$ cat config.mk
export PLATFORM = sky130hd
export DESIGN_NAME = ptc_pager_trap_ctrl
export DESIGN_NICKNAME = d
export VERILOG_FILES = /design/src/ptc_pkg.sv /design/src/ptc_pager_trap_ctrl.sv
export SDC_FILE = /design/constraint.sdc
export NUM_CORES = 1
export LEC_CHECK = 0
export BUFFER_PORTS_ARGS = -buffer_cell sky130_fd_sc_hd__buf_2
export CORE_AREA = 2 2 190 192
export DETAILED_ROUTE_END_ITERATION = 6
export DIE_AREA = 0 0 192 194
export GPL_TIMING_DRIVEN = 0
export PLACE_DENSITY = 0.81
export REMOVE_ABC_BUFFERS = 1
export SLEW_MARGIN = 20
export SYNTH_ARGS = -nofsm -noshare
export SYNTH_HDL_FRONTEND = slang
export SYNTH_SLANG_ARGS = --single-unit
$ cat constraint.sdc
create_clock -name sys_clk_i -period 24.4 [get_ports sys_clk_i]
set_clock_uncertainty 0.15 [all_clocks]
set_input_delay 1.22 -clock sys_clk_i [delete_from_list [all_inputs] [get_ports sys_clk_i]]
set_output_delay 1.22 -clock sys_clk_i [all_outputs]
set_load 0.02 [all_outputs]
$ cat src/ptc_pkg.sv
// Constants, types and encodings for the pager trap and control block.
// Assumes one clock domain shared with the processor bus, memory bus and I/O bus.
package ptc_pkg;

  localparam int WORD_W = 36;
  localparam int EA_W   = 18;
  localparam int PA_W   = 20;
  localparam int OFS_W  = 9;
  localparam int APB_AW = 8;

  // Storage block word offsets (octal 571, 572)
  localparam logic [OFS_W-1:0] PSB_TSW_OFS  = 9'h179;
  localparam logic [OFS_W-1:0] PSB_DATA_OFS = 9'h17A;
  // Trap vector and reload words (octal 70/170, 71/171, 72/172)
  localparam logic [OFS_W-1:0] TRAP_VEC_A   = 9'h038;
  localparam logic [OFS_W-1:0] TRAP_VEC_B   = 9'h078;
  localparam logic [OFS_W-1:0] RELOAD1_A    = 9'h039;
  localparam logic [OFS_W-1:0] RELOAD1_B    = 9'h079;
  localparam logic [OFS_W-1:0] RELOAD2_A    = 9'h03A;
  localparam logic [OFS_W-1:0] RELOAD2_B    = 9'h07A;

  // I/O device number 24 (octal)
  localparam logic [6:0] IO_DEV_NUM = 7'h14;

  localparam logic [2:0] CMD_RELOAD     = 3'h0;
  localparam logic [2:0] CMD_FLUSH_EXEC = 3'h1;
  localparam logic [2:0] CMD_ARM_INVAL  = 3'h2;
  localparam logic [2:0] CMD_FLUSH_USER = 3'h3;
  localparam logic [2:0] CMD_OFF_A      = 3'h4;
  localparam logic [2:0] CMD_OFF_B      = 3'h5;
  localparam logic [2:0] CMD_MAP_UPPER  = 3'h6;
  localparam logic [2:0] CMD_MAP_ALL    = 3'h7;

  localparam logic [1:0] GRP_AGE  = 2'h0;
  localparam logic [1:0] GRP_NIC  = 2'h1;
  localparam logic [1:0] GRP_PT1  = 2'h2;
  localparam logic [1:0] GRP_DEEP = 2'h3;

  // Low unmapped area end and resident monitor top
  localparam logic [EA_W-1:0] MAP_LOW_LIMIT = 18'h0_0010;
  localparam logic [EA_W-1:0] RES_MON_END   = 18'h0_8000;
  // Limit: 16K chunk ea[17:14] must stay below 8 - code
  localparam int          LIM_LSB   = 14;
  localparam logic [3:0]  LIM_STEPS = 4'h8;

  // Reload word 1 fields (bit 35 is the word's bit 0)
  localparam int RL_ALR_LSB = 29;
  localparam int RL_MBR_LSB = 18;
  localparam int RL_ACB_LSB = 13;
  localparam int RL_UBR_LSB = 0;
  // Reload word 2 fields
  localparam int RL_PUR_LSB = 27;
  localparam int RL_AGE_LSB = 0;

  localparam logic [APB_AW-1:0] A_CTRL   = 8'h00;
  localparam logic [APB_AW-1:0] A_STATUS = 8'h04;
  localparam logic [APB_AW-1:0] A_TSW_HI = 8'h08;
  localparam logic [APB_AW-1:0] A_TSW_LO = 8'h0C;
  localparam logic [APB_AW-1:0] A_BASE   = 8'h10;
  localparam logic [APB_AW-1:0] A_USE    = 8'h14;
  localparam logic [APB_AW-1:0] A_AGE    = 8'h18;

  typedef enum logic [2:0] {
    ST_IDLE, ST_FWD, ST_TSW, ST_TDAT, ST_TJMP, ST_DONE, ST_RL1, ST_RL2
  } ptc_state_e;

  typedef struct packed {
    logic            valid;
    logic            rd;
    logic            we;
    logic            ex;
    logic            em;
    logic            ind;
    logic            pi;
    logic            key;
    logic [EA_W-1:0] ea;
    logic [WORD_W-1:0] wdata;
  } ptc_req_s;

  typedef struct packed {
    logic       shared_nic;
    logic       pt_nic;
    logic       ind2_priv_nic;
    logic       ind_shared_nic;
    logic       ind_pt_nic;
    logic       excess_ind;
    logic       priv_nic;
    logic       write_copy;
    logic       user_trap;
    logic       access_trap;
    logic       ill_rx;
    logic       ill_w;
    logic       fmt_err;
    logic       deep_level;
    logic       nxm;
    logic       parity;
    logic       age_valid;
    logic [2:0] age_hi;
    logic [1:0] age_pair;
    logic       after_load;
  } ptc_flt_s;

  typedef struct packed {
    logic              req;
    logic              we;
    logic [PA_W-1:0]   addr;
    logic [WORD_W-1:0] wdata;
  } ptc_mem_s;

  typedef struct packed {
    logic user_en;
    logic exec_hi_en;
    logic res_en;
  } ptc_map_s;

  typedef struct packed {
    logic [10:0] mbr;
    logic [4:0]  acb;
    logic [2:0]  address_limit_reg;
    logic [10:0] user_base_reg;
    logic [8:0]  process_use_reg;
    logic [25:0] age;
  } ptc_base_s;

endpackage : ptc_pkg

$ cat src/ptc_pager_trap_ctrl.sv
// Pager trap and control: trap cause capture, trap word stores, forced trap
// vector, I/O command decode, base register reload and an APB status port.
// Assumes the mapping datapath gives mapped address and fault levels
// combinationally with each request, all on sys_clk_i.
`timescale 1ns/100ps

// Operation
// - Trap on table trap bits, absent page or table, illegal condition.
// - Trap when core status age has its top three bits zero.
// - On trap, first store status word at block word 571 octal.
// - Trapped write: then store its data at block word 572 octal.
// - Then force processor to 70, or 170 for second processor.
// - Status word: 18-bit address and nine request flags.
// - Cause bits 0-8; bits 0-1 pick group.
// - Group 0 flags age ranges and after-loading trap.
// - Group 1 flags not-in-core cases and excess indirection.
// - Group 2: absent page, entry traps, illegal access, limit.
// - Group 3 as group 2, for deeper tables.
// - After-loading trap only once loading is done.
// - I/O reset clears all; cleared pager maps nothing.
// - Answer device 24, decode three low command bits.
// - Command 0 flushes all and reloads from 71 and 72, or 171 and 172 for second processor.
// - Command 1 flushes exec entries, command 3 user entries.
// - Command 2 drops page of next write; that write not completed.
// - Commands 4 and 5 stop mapping, keeping registers.
// - Command 6 maps user and upper exec; 7 maps all from 20.
// - Reload word 1: monitor, accumulator, limit and user bases.
// - Limit code restricts user addresses.
// - Reload word 2 gives process-use and age.
// - Storage block is located by the monitor base.
module ptc_pager_trap_ctrl #(
  parameter int TRAP_CNT_W = 16
) (
  input  wire logic                       sys_clk_i,      // System clock
  input  wire logic                       reset_i,        // Async reset, high
  input  wire logic                       ce_i,           // Clock enable
  input  wire logic                       io_reset_i,     // I/O bus reset pulse
  input  wire logic                       cmd_valid_i,    // Command strobe
  input  wire logic [6:0]                 cmd_dev_i,      // Command device number
  input  wire logic [ptc_pkg::WORD_W-1:0] cmd_data_i,     // Command word
  input  ptc_pkg::ptc_req_s               cpu_req_i,      // Processor request
  input  ptc_pkg::ptc_flt_s               flt_i,          // Fault levels
  input  wire logic                       ar_loaded_i,    // Self-load finished
  input  wire logic [ptc_pkg::PA_W-1:0]   map_addr_i,     // Mapped address
  input  wire logic                       mem_ack_i,      // Memory done
  input  wire logic [ptc_pkg::WORD_W-1:0] mem_rdata_i,    // Memory read data
  input  wire logic                       psel_i,         // APB select
  input  wire logic                       penable_i,      // APB enable
  input  wire logic                       pwrite_i,       // APB write
  input  wire logic [ptc_pkg::APB_AW-1:0] paddr_i,        // APB address
  input  wire logic [31:0]                pwdata_i,       // APB write data
  input  wire logic [3:0]                 pstrb_i,        // APB strobes
  output ptc_pkg::ptc_mem_s               mem_o,          // Memory request
  output logic                            cpu_ack_o,      // Request done
  output logic [ptc_pkg::WORD_W-1:0]      cpu_rdata_o,    // Read data
  output logic                            cpu_trap_o,     // Force trap pulse
  output logic [ptc_pkg::EA_W-1:0]        cpu_trap_addr_o, // Trap vector
  output logic                            flush_all_o,    // Flush all AR
  output logic                            flush_exec_o,   // Flush exec AR
  output logic                            flush_user_o,   // Flush user AR
  output logic                            inval_page_o,   // Invalidate AR of req
  output ptc_pkg::ptc_map_s               map_en_o,       // Mapping enables
  output ptc_pkg::ptc_base_s              base_o,         // Base registers
  output logic                            pready_o,       // APB ready
  output logic [31:0]                     prdata_o,       // APB read data
  output logic                            pslverr_o       // APB error
);

  typedef struct packed {
    ptc_pkg::ptc_state_e        state;
    ptc_pkg::ptc_mem_s          mem;
    logic                       cpu_ack;
    logic [ptc_pkg::WORD_W-1:0] cpu_rdata;
    logic                       cpu_trap;
    logic [ptc_pkg::EA_W-1:0]   trap_addr;
    logic                       flush_all;
    logic                       flush_exec;
    logic                       flush_user;
    logic                       inval;
    logic                       armed;
    ptc_pkg::ptc_map_s          map;
    ptc_pkg::ptc_base_s         base;
    logic [ptc_pkg::WORD_W-1:0] tsw;
    logic [ptc_pkg::WORD_W-1:0] wsave;
    logic                       wr_trap;
    logic                       cmd_pend;
    logic [2:0]                 cmd_code;
    logic                       alt_cpu;
    logic [TRAP_CNT_W-1:0]      trap_cnt;
    logic                       pready;
    logic [31:0]                prdata;
    logic                       pslverr;
  } ptc_st_s;

  localparam ptc_st_s S_INIT = '0;

  ptc_st_s s_q;
  ptc_st_s s_d;

  function automatic logic ptc_mapped(input ptc_pkg::ptc_map_s m,
                                      input logic em,
                                      input logic [ptc_pkg::EA_W-1:0] ea);
    return (ea >= ptc_pkg::MAP_LOW_LIMIT)
        && (em ? ((ea < ptc_pkg::RES_MON_END) ? m.res_en : m.exec_hi_en) : m.user_en);
  endfunction : ptc_mapped

  function automatic logic ptc_limit_viol(input logic [2:0] address_limit_reg,
                                          input logic em,
                                          input logic [ptc_pkg::EA_W-1:0] ea);
    logic [3:0] chunk;
    logic [3:0] top;
    chunk = ea[ptc_pkg::EA_W-1:ptc_pkg::LIM_LSB];
    top   = ptc_pkg::LIM_STEPS - {1'b0, address_limit_reg};
    return !em && (address_limit_reg != 3'h0) && (chunk >= top);
  endfunction : ptc_limit_viol

  // Returns {hit, cause}; cause bit 0 on top
  function automatic logic [9:0] ptc_cause(input ptc_pkg::ptc_flt_s f,
                                           input logic lim,
                                           input logic loaded);
    logic nic;
    logic pt;
    logic age;
    nic = f.shared_nic | f.pt_nic | f.ind2_priv_nic | f.ind_shared_nic
        | f.ind_pt_nic | f.excess_ind;
    pt  = f.priv_nic | f.write_copy | f.user_trap | f.access_trap
        | f.ill_rx | f.ill_w | f.fmt_err | lim;
    age = f.age_valid && (f.age_hi == 3'h0);
    if (nic) begin
      return {1'b1, ptc_pkg::GRP_NIC, 1'b0, f.shared_nic, f.pt_nic,
              f.ind2_priv_nic, f.ind_shared_nic, f.ind_pt_nic, f.excess_ind};
    end else if (pt) begin
      return {1'b1, (f.deep_level ? ptc_pkg::GRP_DEEP : ptc_pkg::GRP_PT1),
              f.priv_nic, f.write_copy, f.user_trap, f.access_trap,
              f.ill_rx, f.ill_w, f.fmt_err | lim};
    end else if (age || (f.after_load && loaded)) begin
      return {1'b1, ptc_pkg::GRP_AGE,
              age && (f.age_pair == 2'h0), age && (f.age_pair == 2'h1),
              age && (f.age_pair == 2'h2), age && (f.age_pair == 2'h3),
              f.after_load && loaded, 2'h0};
    end
    return 10'h000;
  endfunction : ptc_cause

  logic                     req_mapped;
  logic [9:0]               cause;
  logic [ptc_pkg::PA_W-1:0] psb_base;

  assign req_mapped = ptc_mapped(s_q.map, cpu_req_i.em, cpu_req_i.ea);
  assign cause      = ptc_cause(flt_i,
                                ptc_limit_viol(s_q.base.address_limit_reg, cpu_req_i.em, cpu_req_i.ea),
                                ar_loaded_i);
  assign psb_base   = {s_q.base.mbr, {ptc_pkg::OFS_W{1'b0}}};

  always_comb begin
    s_d            = s_q;
    s_d.cpu_ack    = 1'b0;
    s_d.cpu_trap   = 1'b0;
    s_d.flush_all  = 1'b0;
    s_d.flush_exec = 1'b0;
    s_d.flush_user = 1'b0;
    s_d.inval      = 1'b0;
    s_d.pready     = 1'b0;

    // One wait state: ready rises in the second access cycle
    if (psel_i && penable_i && !s_q.pready) begin
      s_d.pready  = 1'b1;
      s_d.pslverr = 1'b0;
      s_d.prdata  = 32'h0000_0000;
      case (paddr_i)
        ptc_pkg::A_CTRL: begin
          s_d.prdata = {31'h0000_0000, s_q.alt_cpu};
          if (pwrite_i && pstrb_i[0]) begin
            s_d.alt_cpu = pwdata_i[0];
          end
        end
        ptc_pkg::A_STATUS: begin
          s_d.prdata = {{(16 - TRAP_CNT_W){1'b0}}, s_q.trap_cnt, 8'h00,
                        (s_q.state != ptc_pkg::ST_IDLE), s_q.cmd_pend, s_q.armed,
                        2'h0, s_q.map};
        end
        ptc_pkg::A_TSW_HI: s_d.prdata = {28'h000_0000, s_q.tsw[35:32]};
        ptc_pkg::A_TSW_LO: s_d.prdata = s_q.tsw[31:0];
        ptc_pkg::A_BASE: begin
          s_d.prdata = {2'h0, s_q.base.mbr, s_q.base.acb, s_q.base.address_limit_reg, s_q.base.user_base_reg};
        end
        ptc_pkg::A_USE: s_d.prdata = {23'h00_0000, s_q.base.process_use_reg};
        ptc_pkg::A_AGE: s_d.prdata = {6'h00, s_q.base.age};
        default: s_d.pslverr = 1'b1;
      endcase
    end

    case (s_q.state)
      ptc_pkg::ST_IDLE: begin
        if (s_q.cmd_pend) begin
          s_d.cmd_pend = 1'b0;
          case (s_q.cmd_code)
            ptc_pkg::CMD_RELOAD: begin
              s_d.flush_all = 1'b1;
              s_d.mem.req   = 1'b1;
              s_d.mem.we    = 1'b0;
              s_d.mem.addr  = {11'h000, s_q.alt_cpu ? ptc_pkg::RELOAD1_B
                                                    : ptc_pkg::RELOAD1_A};
              s_d.state     = ptc_pkg::ST_RL1;
            end
            ptc_pkg::CMD_FLUSH_EXEC: s_d.flush_exec = 1'b1;
            ptc_pkg::CMD_ARM_INVAL:  s_d.armed      = 1'b1;
            ptc_pkg::CMD_FLUSH_USER: s_d.flush_user = 1'b1;
            ptc_pkg::CMD_OFF_A,
            ptc_pkg::CMD_OFF_B:      s_d.map = '0;
            ptc_pkg::CMD_MAP_UPPER:  s_d.map = 3'b110;
            ptc_pkg::CMD_MAP_ALL:    s_d.map = 3'b111;
            default: s_d.map = s_q.map;
          endcase
        end else if (cpu_req_i.valid) begin
          if (req_mapped && cause[9]) begin
            // Bit 0 of the word sits in bit 35
            s_d.tsw = {cause[8:0], cpu_req_i.em, cpu_req_i.ex, cpu_req_i.we,
                       cpu_req_i.rd, cpu_req_i.ind, cpu_req_i.pi, cpu_req_i.key,
                       flt_i.nxm, flt_i.parity, cpu_req_i.ea};
            s_d.wsave     = cpu_req_i.wdata;
            s_d.wr_trap   = cpu_req_i.we;
            s_d.trap_cnt  = s_q.trap_cnt + 1'b1;
            s_d.mem.req   = 1'b1;
            s_d.mem.we    = 1'b1;
            s_d.mem.addr  = psb_base | {11'h000, ptc_pkg::PSB_TSW_OFS};
            s_d.mem.wdata = s_d.tsw;
            s_d.state     = ptc_pkg::ST_TSW;
          end else if (req_mapped && s_q.armed && cpu_req_i.we) begin
            // Mapped write swallowed; its page's entry is dropped
            s_d.armed   = 1'b0;
            s_d.inval   = 1'b1;
            s_d.cpu_ack = 1'b1;
            s_d.state   = ptc_pkg::ST_DONE;
          end else begin
            s_d.mem.req   = 1'b1;
            s_d.mem.we    = cpu_req_i.we;
            s_d.mem.addr  = req_mapped ? map_addr_i : {2'h0, cpu_req_i.ea};
            s_d.mem.wdata = cpu_req_i.wdata;
            s_d.state     = ptc_pkg::ST_FWD;
          end
        end
      end
      ptc_pkg::ST_FWD: begin
        if (mem_ack_i) begin
          s_d.mem.req   = 1'b0;
          s_d.cpu_ack   = 1'b1;
          s_d.cpu_rdata = mem_rdata_i;
          s_d.state     = ptc_pkg::ST_DONE;
        end
      end
      ptc_pkg::ST_TSW: begin
        if (mem_ack_i) begin
          if (s_q.wr_trap) begin
            s_d.mem.addr  = psb_base | {11'h000, ptc_pkg::PSB_DATA_OFS};
            s_d.mem.wdata = s_q.wsave;
            s_d.state     = ptc_pkg::ST_TDAT;
          end else begin
            s_d.mem.req = 1'b0;
            s_d.state   = ptc_pkg::ST_TJMP;
          end
        end
      end
      ptc_pkg::ST_TDAT: begin
        if (mem_ack_i) begin
          s_d.mem.req = 1'b0;
          s_d.state   = ptc_pkg::ST_TJMP;
        end
      end
      ptc_pkg::ST_TJMP: begin
        // Only reached after all stores are acknowledged
        s_d.cpu_trap  = 1'b1;
        s_d.trap_addr = {9'h000, s_q.alt_cpu ? ptc_pkg::TRAP_VEC_B
                                             : ptc_pkg::TRAP_VEC_A};
        s_d.state     = ptc_pkg::ST_DONE;
      end
      ptc_pkg::ST_DONE: begin
        // Wait for the request to drop so it is not taken twice
        if (!cpu_req_i.valid) begin
          s_d.state = ptc_pkg::ST_IDLE;
        end
      end
      ptc_pkg::ST_RL1: begin
        if (mem_ack_i) begin
          s_d.base.address_limit_reg = mem_rdata_i[ptc_pkg::RL_ALR_LSB +: 3];
          s_d.base.mbr = mem_rdata_i[ptc_pkg::RL_MBR_LSB +: 11];
          s_d.base.acb = mem_rdata_i[ptc_pkg::RL_ACB_LSB +: 5];
          s_d.base.user_base_reg = mem_rdata_i[ptc_pkg::RL_UBR_LSB +: 11];
          s_d.mem.addr = {11'h000, s_q.alt_cpu ? ptc_pkg::RELOAD2_B
                                               : ptc_pkg::RELOAD2_A};
          s_d.state    = ptc_pkg::ST_RL2;
        end
      end
      ptc_pkg::ST_RL2: begin
        if (mem_ack_i) begin
          s_d.base.process_use_reg = mem_rdata_i[ptc_pkg::RL_PUR_LSB +: 9];
          s_d.base.age = mem_rdata_i[ptc_pkg::RL_AGE_LSB +: 26];
          s_d.mem.req  = 1'b0;
          s_d.state    = ptc_pkg::ST_IDLE;
        end
      end
      default: s_d.state = ptc_pkg::ST_IDLE;
    endcase

    // A new command beats consuming the pending one
    if (cmd_valid_i && (cmd_dev_i == ptc_pkg::IO_DEV_NUM)) begin
      s_d.cmd_pend = 1'b1;
      s_d.cmd_code = cmd_data_i[2:0];
    end

    if (io_reset_i) begin
      s_d = S_INIT;
    end
  end

  always_ff @(posedge sys_clk_i or posedge reset_i) begin
    if (reset_i) begin
      s_q <= S_INIT;
    end else if (ce_i) begin
      s_q <= s_d;
    end
  end

  assign mem_o           = s_q.mem;
  assign cpu_ack_o       = s_q.cpu_ack;
  assign cpu_rdata_o     = s_q.cpu_rdata;
  assign cpu_trap_o      = s_q.cpu_trap;
  assign cpu_trap_addr_o = s_q.trap_addr;
  assign flush_all_o     = s_q.flush_all;
  assign flush_exec_o    = s_q.flush_exec;
  assign flush_user_o    = s_q.flush_user;
  assign inval_page_o    = s_q.inval;
  assign map_en_o        = s_q.map;
  assign base_o          = s_q.base;
  assign pready_o        = s_q.pready;
  assign prdata_o        = s_q.prdata;
  assign pslverr_o       = s_q.pslverr;

endmodule : ptc_pager_trap_ctrl

==> results of run 1 <==
## critical path, delay by kind of cell (launching register included)
family	cells	cell delay [ns]
buf+inv	4	0.62
simple gates	4	1.75
fa+ha+maj	3	0.75
flops	1	0.57
compound gates	2	0.94
## area by class of cell
class | instances | share of cell area (%)
Sequential cell | 300 | 42.2
Multi-Input combinational cell | 1006 | 34.4
Timing Repair Buffer | 396 | 12.9
Clock buffer | 50 | 5.82
Tap cell | 461 | 3.25
Clock inverter | 11 | 0.781
Inverter | 25 | 0.570
Antenna cell | 3 | 0.0422
## per-stage QoR
stage	power, mW	setup WS [ns]	instance area [µm²]	utilization [%]
finish	1.44	19.53	17800	50.5
CTS	1.45	19.50	17800	50.4
global route	1.50	19.30	17800	50.5
floorplan	0.761	14.74	13600	-
detailed placement	0.910	19.17	16600	47.1
global placement	0.884	11.48	16100	45.6
## cells in the mapped netlist (3+ instances only)
| library cell | count |
|---|---|
| inv_1 | 24 |
| a31oi_1 | 6 |
| a21o_1 | 6 |
| or3_1 | 11 |
| nor4b_1 | 6 |
| buf_2 | 16 |
| a211oi_1 | 8 |
| o211ai_1 | 11 |
| a22oi_1 | 35 |
| buf_1 | 6 |
| and2_1 | 9 |
| nor2_1 | 37 |
| and3_1 | 7 |
| nand3_1 | 25 |
| o221ai_1 | 9 |
| ha_1 | 8 |
| nor2b_1 | 5 |
| mux2i_1 | 40 |
| nand4_1 | 16 |
| nor3_1 | 25 |
| o32ai_1 | 3 |
| nand2_1 | 262 |
| nor4_1 | 4 |
| a222oi_1 | 3 |
| o21ai_0 | 197 |
| o2bb2ai_1 | 8 |
| o31ai_1 | 12 |
| o21ai_1 | 7 |
| a31o_2 | 3 |
| or4_1 | 5 |
| a221oi_1 | 13 |
| a32o_1 | 7 |
| a21oi_1 | 42 |
| a211o_1 | 3 |
| dfrtp_1 | 300 |
| or4b_2 | 3 |
| a22o_1 | 111 |
| buf_4 | 222 |
| nand2b_1 | 3 |
| clkbuf_1 | 76 |
## cell families after synthesis
group	count (synthesis)	share of synthesized area, %
mux	43	2.85
compound gates	509	22.2
buf+inv	348	13.9
flops	300	48.0
simple gates	432	12.5
fa+ha+maj	8	0.640
other cells	1	0.0240
## flip-flops by register name, summed over array words and instances, names as in the netlist, 2 cells and up
register	count
cpu_rdata_o	36
prdata_o	32
map_en_o	2
base_o	65
cpu_trap_addr_o	2
s_q	97
mem_o	58
## routing by layer
layer / part of all wire (%) / wire (µm) / vias to the layer above / global-route usage (%)
met5: 0.019 / 10 / - / 0
met4: 4.9 / 2580 / 2 / 12.7
met3: 9.3 / 4900 / 178 / 6.32
met2: 45 / 23800 / 780 / 42.7
met1: 40 / 21300 / 6565 / 37.0
li1: - / - / 5923 / -
## power groups by stage
stage,sequential (mW),combinational (mW),clock [mW]
after detailed placement,0.596,0.313,0
after CTS,0.588,0.314,0.546
final,0.590,0.316,0.538
after global placement,0.596,0.288,0
after floorplan,0.640,0.121,0
after global routing,0.595,0.342,0.564
## final timing paths
| kind | from | to | slack (ns) | cells after the start |
|---|---|---|---|---|
| worst max register to register | base_o[46] | s_q[108] | 19.53 | 13 |
| worst min register to register | prdata_o[16] | prdata_o[16] | 0.33 | 1 |
| worst min-delay path | prdata_o[16] | prdata_o[16] | 0.33 | 1 |
| worst max-delay path | base_o[46] | s_q[108] | 19.53 | 13 |
| max in group asynchronous | reset_i | cpu_rdata_o[29] | 22.67 | 3 |
| min in group asynchronous | reset_i | mem_o[38] | 0.57 | 2 |
==> results.toml, run 1 <==
[timing]
finalCritPeriodShare_pct = 20.0
max_freq_mhz = 205
drv_slew = 0
whs_ns = 0.328
final_hold_viol_count = 0
rsz0062_at_grt = "no"
min_period_ns = 4.87
tightestPinTransition_ns = 1.10
fin_setup_tns_ns = 0
slew_headroom_pct = 26.9
setup_violations = 0

[power_and_ir_drop]
ir_drop_v = 0.0000538
clockPowerShare_pct = 37.3
power.switching_mw = 0.470
power.internal_mw = 0.973
p_leak_nw = 8.63
pwr-share-seq_pct = 40.9
swShare_pct = 32.5
power_density_mw_per_mm2 = 81.2
combPwrFrac_pct = 21.9

[logic_synthesis]
synth_area_leaders = "dfrtp_1, buf_4, o21ai_0"
synthDistinctLibCells = 74
syn_inst = 1641
synth_top_area_share_pct = 48.0
yosysSeqAreaShare_pct = 48.0
async_flop_share_pct = 100
synth_edf_count = 0
yosysTopAreaCell = "dfrtp_1"
synth_area_mm2 = 0.0156
synth_flop_cell = "dfrtp_1"
ys_ff_latch = 300
yosys_warnings = 0
syn_avg_cell_area_um2 = 9.53

[layout]
final_cell_mix = "buf_2, dfrtp_1, nand2_1"
regArea_mm2 = 0.00751
multi_input_area_mm2 = 0.00611
layout_commonest_cell = "buf_2"
area_growth_pct = 13.6
stdcell_count = 2252
drive_above_1_share_pct = 27.2
num-fill-cells = 3165
nNetsFinal = 2009

[clock_tree]
insertion_delay_ns = 0.51
ctsHoldBuffers = 0
clk_pin_slew_ns = 0.06
h-tree-depth = 2
root_buffer = "clkbuf_16"
cts_tree = "built"
cts_buffer_depth = 3
clock_sinks = 300
cts_inserted_buffers = 34
ctsResizeCount = 0
post_cts_buffers = 0

[critical_path]
max_stage_delay_ns = 0.78
cp_data_required_time_ns = 24.69
end_kind = "flop"
cp.arrival_ns = 5.17
slowest_stage = "a211o_1"
crit_chain = "inv_1 -> ha_1 -> ha_1 -> inv_1 -> ha_1 -> and2_1 -> and2_1 -> a211o_1 -> nand2_2 -> nor2_4 -> buf_12 -> buf_12 -> a22o_1"
timing.critical_path.mode_cell = "ha_1"
critPathKind = "flop to flop"
worstSetupStartpointType = "flop"
cp_max_fo = 32

[routing]
drt_iter0_drc = 947
wl_per_cell_um = 23.4
finalWirelength_um = 52600
dr_total_vias = 13400
route.detailed.drc = 0
vias_per_cell = 5.97
drt.antenna.violating_nets = 0
drtPass1Iterations = 6

[global_routing]
grt_pass1_vias = 13200
gr-total-overflow = 0
grt_use_total_pct = 27.7
grt_pass1_wl_um = 78800
antenna_found_initial = 4
grt_max_degree = 107

[die]
fp.coreArea_mm2 = 0.0352
ioPinCount = 458
die_w_um = 192
fp-row-count = 69
fp.dieH_um = 194
start_util_pct = 44.4
die_area_mm2 = 0.0372

[placement]
dp_hpwl_um = 37400
placedCellCount = 2188
portBuffers = 376
gp_congestion = 0.896

[flow_run]
maxCapViolCount = 0

[min_path]
hp-class = "flop to flop"

[outcome]
status = "finished clean"
Note: power is estimated with default switching activity, not from simulation.
==> inputs of run 2 (changes only) <==
--- a/config.mk
+++ b/config.mk
@@ -10,7 +10,7 @@
 export DETAILED_ROUTE_END_ITERATION = 6
 export DIE_AREA = 0 0 192 194
 export GPL_TIMING_DRIVEN = 0
-export PLACE_DENSITY = 0.81
+export PLACE_DENSITY = 0.84
 export REMOVE_ABC_BUFFERS = 1
 export SLEW_MARGIN = 20
 export SYNTH_ARGS = -nofsm -noshare
==> constraint.sdc (replaced) <==
create_clock -name sys_clk_i -period 4.3 [get_ports sys_clk_i]
set_clock_uncertainty 0.15 [all_clocks]
set_input_delay 0.215 -clock sys_clk_i [delete_from_list [all_inputs] [get_ports sys_clk_i]]
set_output_delay 0.215 -clock sys_clk_i [all_outputs]
set_load 0.02 [all_outputs]
==> run 2 against run 1 <==
The flow now finishes with violations (design-rule violations). Die area stayed put. Register-to-register slack worse by 19 ns. Clock power grew to 5.9 times the previous value. Utilization is 4.1 points higher. Count of clock-buffer cells in the layout is 4 higher. Critical path type unchanged. Largest power group unchanged. Highest routed layer unchanged.
==> results.toml, run 2 (synthesis gave the netlist of run 1 again) <==
[min_path]
hp-class = "input pin to flop"
holdPathEnd = "mem_o[42]"
min_from = "map_addr_i[6]"
holdPathStages = 4

[critical_path]
worstSetupStartpointType = "flop"
cp.arrival_ns = 4.31
cp_max_fo = 19
rrSetupSlack_ns = 0.24
cp_data_required_time_ns = 4.54
reg2reg_depth = 14
reg2reg_to = "mem_o[43]"
end_kind = "flop"
critPathKind = "flop to flop"
worstReg2RegStart = "base_o[46]"

[routing]
drtPass1Iterations = 7
drt_iter0_drc = 1474
dr_total_vias = 14400
finalWirelength_um = 56600
route.detailed.drc = 11
vias_per_cell = 6.04
drt.antenna.violating_nets = 0
wl_per_cell_um = 23.7

[clock_tree]
cts_inserted_buffers = 35
clock_sinks = 300
clk_pin_slew_ns = 0.06
h-tree-depth = 2
cts_buffer_depth = 3
insertion_delay_ns = 0.51
root_buffer = "clkbuf_16"
cts_tree = "built"

[layout]
final_cell_mix = "buf_2, dfrtp_1, nand2_1"
layout_commonest_cell = "buf_2"
top_register = "s_q"
stdcell_count = 2389
fin_area_mm2 = 0.0192
drive_above_1_share_pct = 25.6
antenna_cells = 0
nNetsFinal = 2149
largest_register_ffs = 97
area_growth_pct = 22.8

[outcome]
status = "finished, violations left"
violations = "design-rule violations"

[timing]
min_period_ns = 4.06
rsz0062_at_grt = "no"
max_freq_mhz = 246
fin_setup_tns_ns = 0
final_hold_viol_count = 0
drv_slew = 0
whs_ns = 0.0276
setup_violations = 0
tightestPinTransition_ns = 1.10
slew_headroom_pct = 26.6
finalCritPeriodShare_pct = 94.5

[placement]
dp_hpwl_um = 37700
placedCellCount = 2188
gp_congestion = 0.886
dpl-instance-area_mm2 = 0.0166
portBuffers = 376

[power_and_ir_drop]
ir_drop_v = 0.000320
power_density_mw_per_mm2 = 441
p_leak_nw = 9.25

[die]
fp.coreArea_mm2 = 0.0352
fp-row-count = 69
die_w_um = 192
fp.dieH_um = 194
start_util_pct = 44.4
ioPinCount = 458
die_area_mm2 = 0.0372

[flow_run]
maxCapViolCount = 0

[global_routing]
gr-total-overflow = 0
antenna_found_initial = 1
grt_max_degree = 107
grt_pass1_wl_um = 85200
grt_pass1_vias = 14700
grt_use_total_pct = 29.8
-- run 2: cell count changes in the layout (fill, tap and decap cells not counted), moves of 2 or more --
cell,change
clkinv_2,-2
diode_2,-3
dlygate4sd3_1,+130
clkinvlp_4,-2
bufinv_16,+2
buf_12,+2
clkbuf_1,+3
buf_4,+8
-- run 2: timing repair --
action                                  in CTS  in global routing
endpoints found under the hold margin      282                  0
pin swaps                                    2                  1
hold buffers                               130                  0
resized for setup                            3                  2
endpoints found under the setup margin     139                 34
buffers inserted                             7                  2
-- run 2: worst max-delay path: stages, from the launching register on --
cell and delay (ns):
dfrtp_1 0.55, inv_1 0.12, ha_1 0.21, ha_1 0.27, inv_1 0.04, ha_1 0.17, a211o_1 0.29, a2111o_1 0.50
a211o_2 0.59, o31ai_4 0.30, buf_12 0.17, buf_6 0.16, buf_6 0.16, or3_1 0.18, o21ai_1 0.09
-- run 2: routing by layer --
layer | track usage (%) | wire, µm | vias to the layer above | share of wire, %
li1 | - | - | 6192 | -
met1 | 38.1 | 21700 | 7031 | 38
met2 | 47.4 | 26200 | 986 | 46
met3 | 6.59 | 5670 | 224 | 10
met4 | 15.0 | 2910 | 2 | 5.1
met5 | 0 | 13 | - | 0.023
-- run 2: power breakdown --
part           internal [mW]  leakage, nW  switching [mW]
logic                  0.686         4.56            1.25
clock network           1.99        0.600            1.18
registers               3.08         4.08           0.281
-- run 2: worst max path at each step --
stage	startpoint	end	slack, ns
2_1_floorplan	reset_i	base_o[0]	-4.35
3_3_place_gp	reset_i	cpu_rdata_o[9]	-7.48
3_5_place_dp	base_o[46]	s_q[70]	-0.45
4_1_cts	base_o[46]	mem_o[36]	0.02
5_1_grt	base_o[46]	mem_o[43]	0.1
6_report	base_o[46]	mem_o[43]	0.24
-- run 2: final cells by class --
cell class / instances / area [µm²]
inverters: 25 / 101
repair buffers: 535 / 3670
fillers: 2941 / 16000
multi-input cells: 1006 / 6130
clock inverters: 8 / 165
flip-flops and latches: 300 / 7510
well taps: 461 / 577
clock buffers: 54 / 1060
-- run 2: through the flow --
| stage | utilization, % | power [mW] | worst slack (ns) |
|---|---|---|---|
| floorplan | - | 4.32 | -4.35 |
| global placement | 45.6 | 5.02 | -7.48 |
| detailed placement | 47.1 | 5.15 | -0.454 |
| CTS | 54.4 | 8.43 | 0.0178 |
| global route | 54.6 | 8.80 | 0.0958 |
| finish | 54.6 | 8.47 | 0.237 |
==> inputs of run 3 (changes only) <==
--- a/config.mk
+++ b/config.mk
@@ -10,7 +10,7 @@
 export DETAILED_ROUTE_END_ITERATION = 6
 export DIE_AREA = 0 0 192 194
 export GPL_TIMING_DRIVEN = 0
-export PLACE_DENSITY = 0.84
+export PLACE_DENSITY = 0.81
 export REMOVE_ABC_BUFFERS = 1
 export SLEW_MARGIN = 20
 export SYNTH_ARGS = -nofsm -noshare
==> constraint.sdc (replaced) <==
create_clock -name sys_clk_i -period 5.07 [get_ports sys_clk_i]
set_clock_uncertainty 0.15 [all_clocks]
set_input_delay 0.2535 -clock sys_clk_i [delete_from_list [all_inputs] [get_ports sys_clk_i]]
set_output_delay 0.2535 -clock sys_clk_i [all_outputs]
set_load 0.02 [all_outputs]
==> run 3 against run 2 <==
The run now ends clean. Routed wire length decreased by 2.1%. Largest power group unchanged. Critical path type unchanged. Global-route usage decreased by 0.36 points. Non-clock buffer count down 18. Clock power fell by 18%. Sequential power fell by 15%. Hold slack worse by 0.0092 ns.
==> results.toml, run 3 (synthesis gave the netlist of run 1 again) <==
[outcome]
status = "finished clean"

[layout]
largest_register_ffs = 97
area_growth_pct = 21.3
regArea_mm2 = 0.00751
drive_above_1_share_pct = 25.5
top_register = "s_q"
multi_input_area_mm2 = 0.00611
num-fill-cells = 2970
layout_commonest_cell = "buf_2"
nNetsFinal = 2130
final_cell_mix = "buf_2, dfrtp_1, nand2_1"
stdcell_count = 2371

[placement]
place_worst_setup_slack_ns = 0.222
placedCellCount = 2188
gp_congestion = 0.896
portBuffers = 376
dp_hpwl_um = 37400

[die]
start_util_pct = 44.4
die_w_um = 192
die_area_mm2 = 0.0372
ioPinCount = 458
fp-row-count = 69
fp.dieH_um = 194
fp.coreArea_mm2 = 0.0352

[routing]
wl_per_cell_um = 23.4
drtPass1Iterations = 6
vias_per_cell = 5.98
finalWirelength_um = 55400
dr_total_vias = 14200
drt.antenna.violating_nets = 0
drt_iter0_drc = 1056
route.detailed.drc = 0

[global_routing]
grt_max_degree = 107
grt_pass1_vias = 14200
grt_use_total_pct = 29.4
grt_pass1_wl_um = 84100
gr-total-overflow = 0
antenna_found_initial = 3

[critical_path]
cp_data_required_time_ns = 5.27
cp.arrival_ns = 5.01
end_kind = "flop"
crit_chain = "inv_1 -> ha_1 -> ha_1 -> inv_1 -> ha_1 -> a211o_1 -> a2111o_1 -> a211o_1 -> o21ai_4 -> or3_2 -> o21ai_0"
critPathKind = "flop to flop"
slowest_stage = "o21ai_4"
cp_max_fo = 30
max_stage_delay_ns = 0.68
timing.critical_path.mode_cell = "ha_1"
worstSetupStartpointType = "flop"

[timing]
min_period_ns = 4.81
layout_setup_ws_ns = 0.257
max_freq_mhz = 208
drv_slew = 0
whs_ns = 0.0184
rsz0062_at_grt = "no"
final_hold_viol_count = 0
fin_setup_tns_ns = 0
tightestPinTransition_ns = 1.13
slew_headroom_pct = 24.9
finalCritPeriodShare_pct = 94.9
setup_violations = 0

[clock_tree]
cts_tree = "built"
clock_sinks = 300
root_buffer = "clkbuf_16"
insertion_delay_ns = 0.51
post_cts_buffers = 0
h-tree-depth = 2
cts_inserted_buffers = 34
clk_pin_slew_ns = 0.06
cts_buffer_depth = 3

[flow_run]
maxCapViolCount = 0

[power_and_ir_drop]
p_leak_nw = 9.13
ir_drop_v = 0.000271
power_density_mw_per_mm2 = 371

[min_path]
hp-class = "input pin to flop"
-- run 3: cell count changes in the layout (fill, tap and decap cells not counted), moves of 2 or more --
cell           before  now
dlygate4sd3_1     130  121
buf_4               8    0
clkbuf_1           10    7
buf_12              7    5
bufinv_16           5    3
clkinv_2            3    5
clkinvlp_4          0    2
-- run 3: critical path, delay by kind of cell, from the launching register on --
family / cells / cell delay (ns)
simple gates: 1 / 0.67
compound gates: 5 / 2.40
flops: 1 / 0.57
fa+ha+maj: 3 / 0.66
buf+inv: 2 / 0.15
-- run 3: layout make-up --
cell class,count,share of cell area [%]
Antenna cell,1,0.0132
Clock buffer,50,5.45
Clock inverter,11,0.732
Inverter,25,0.534
Multi-Input combinational cell,1006,32.2
Sequential cell,300,39.5
Tap cell,461,3.04
Timing Repair Buffer,517,18.5
-- run 3: worst paths after layout --
kind / startpoint / to / slack (ns) / cells after the start
min in group asynchronous: reset_i / mem_o[38] / 0.16 / 3
max in group asynchronous: reset_i / cpu_rdata_o[29] / 3.76 / 4
worst max register to register: base_o[46] / mem_o[18] / 0.26 / 11
worst min register to register: prdata_o[16] / prdata_o[16] / 0.33 / 1
worst min-delay path: flt_i[9] / s_q[126] / 0.02 / 3
worst max-delay path: base_o[46] / mem_o[18] / 0.26 / 11
-- run 3: metal layers --
| layer | share of wire [%] | track usage (%) | vias to the layer above |
|---|---|---|---|
| met3 | 9.7 | 6.75 | 178 |
| met1 | 40 | 38.5 | 6941 |
| li1 | - | - | 6166 |
| met5 | 0.018 | 0 | - |
| met4 | 4.6 | 13.6 | 2 |
| met2 | 46 | 46.3 | 902 |
-- run 3: per-stage QoR --
stage / util [%] / area, µm² / power [mW]
floorplan: - / 13600 / 3.66
global placement: 45.6 / 16100 / 4.26
detailed placement: 47.1 / 16600 / 4.38
CTS: 53.9 / 19000 / 7.05
global route: 53.9 / 19000 / 7.31
finish: 53.9 / 19000 / 7.05
-- run 3: what timing repair did --
action                                  CTS  global route
hold buffers                            121             0
resized for setup                         0             1
endpoints found under the setup margin    0            24
hold endpoints to repair                255             0
-- run 3: where the power goes --
group,total [mW],switching (mW),internal [mW]
clock,2.60,1.02,1.57
combinational,1.61,1.05,0.561
sequential,2.84,0.230,2.61
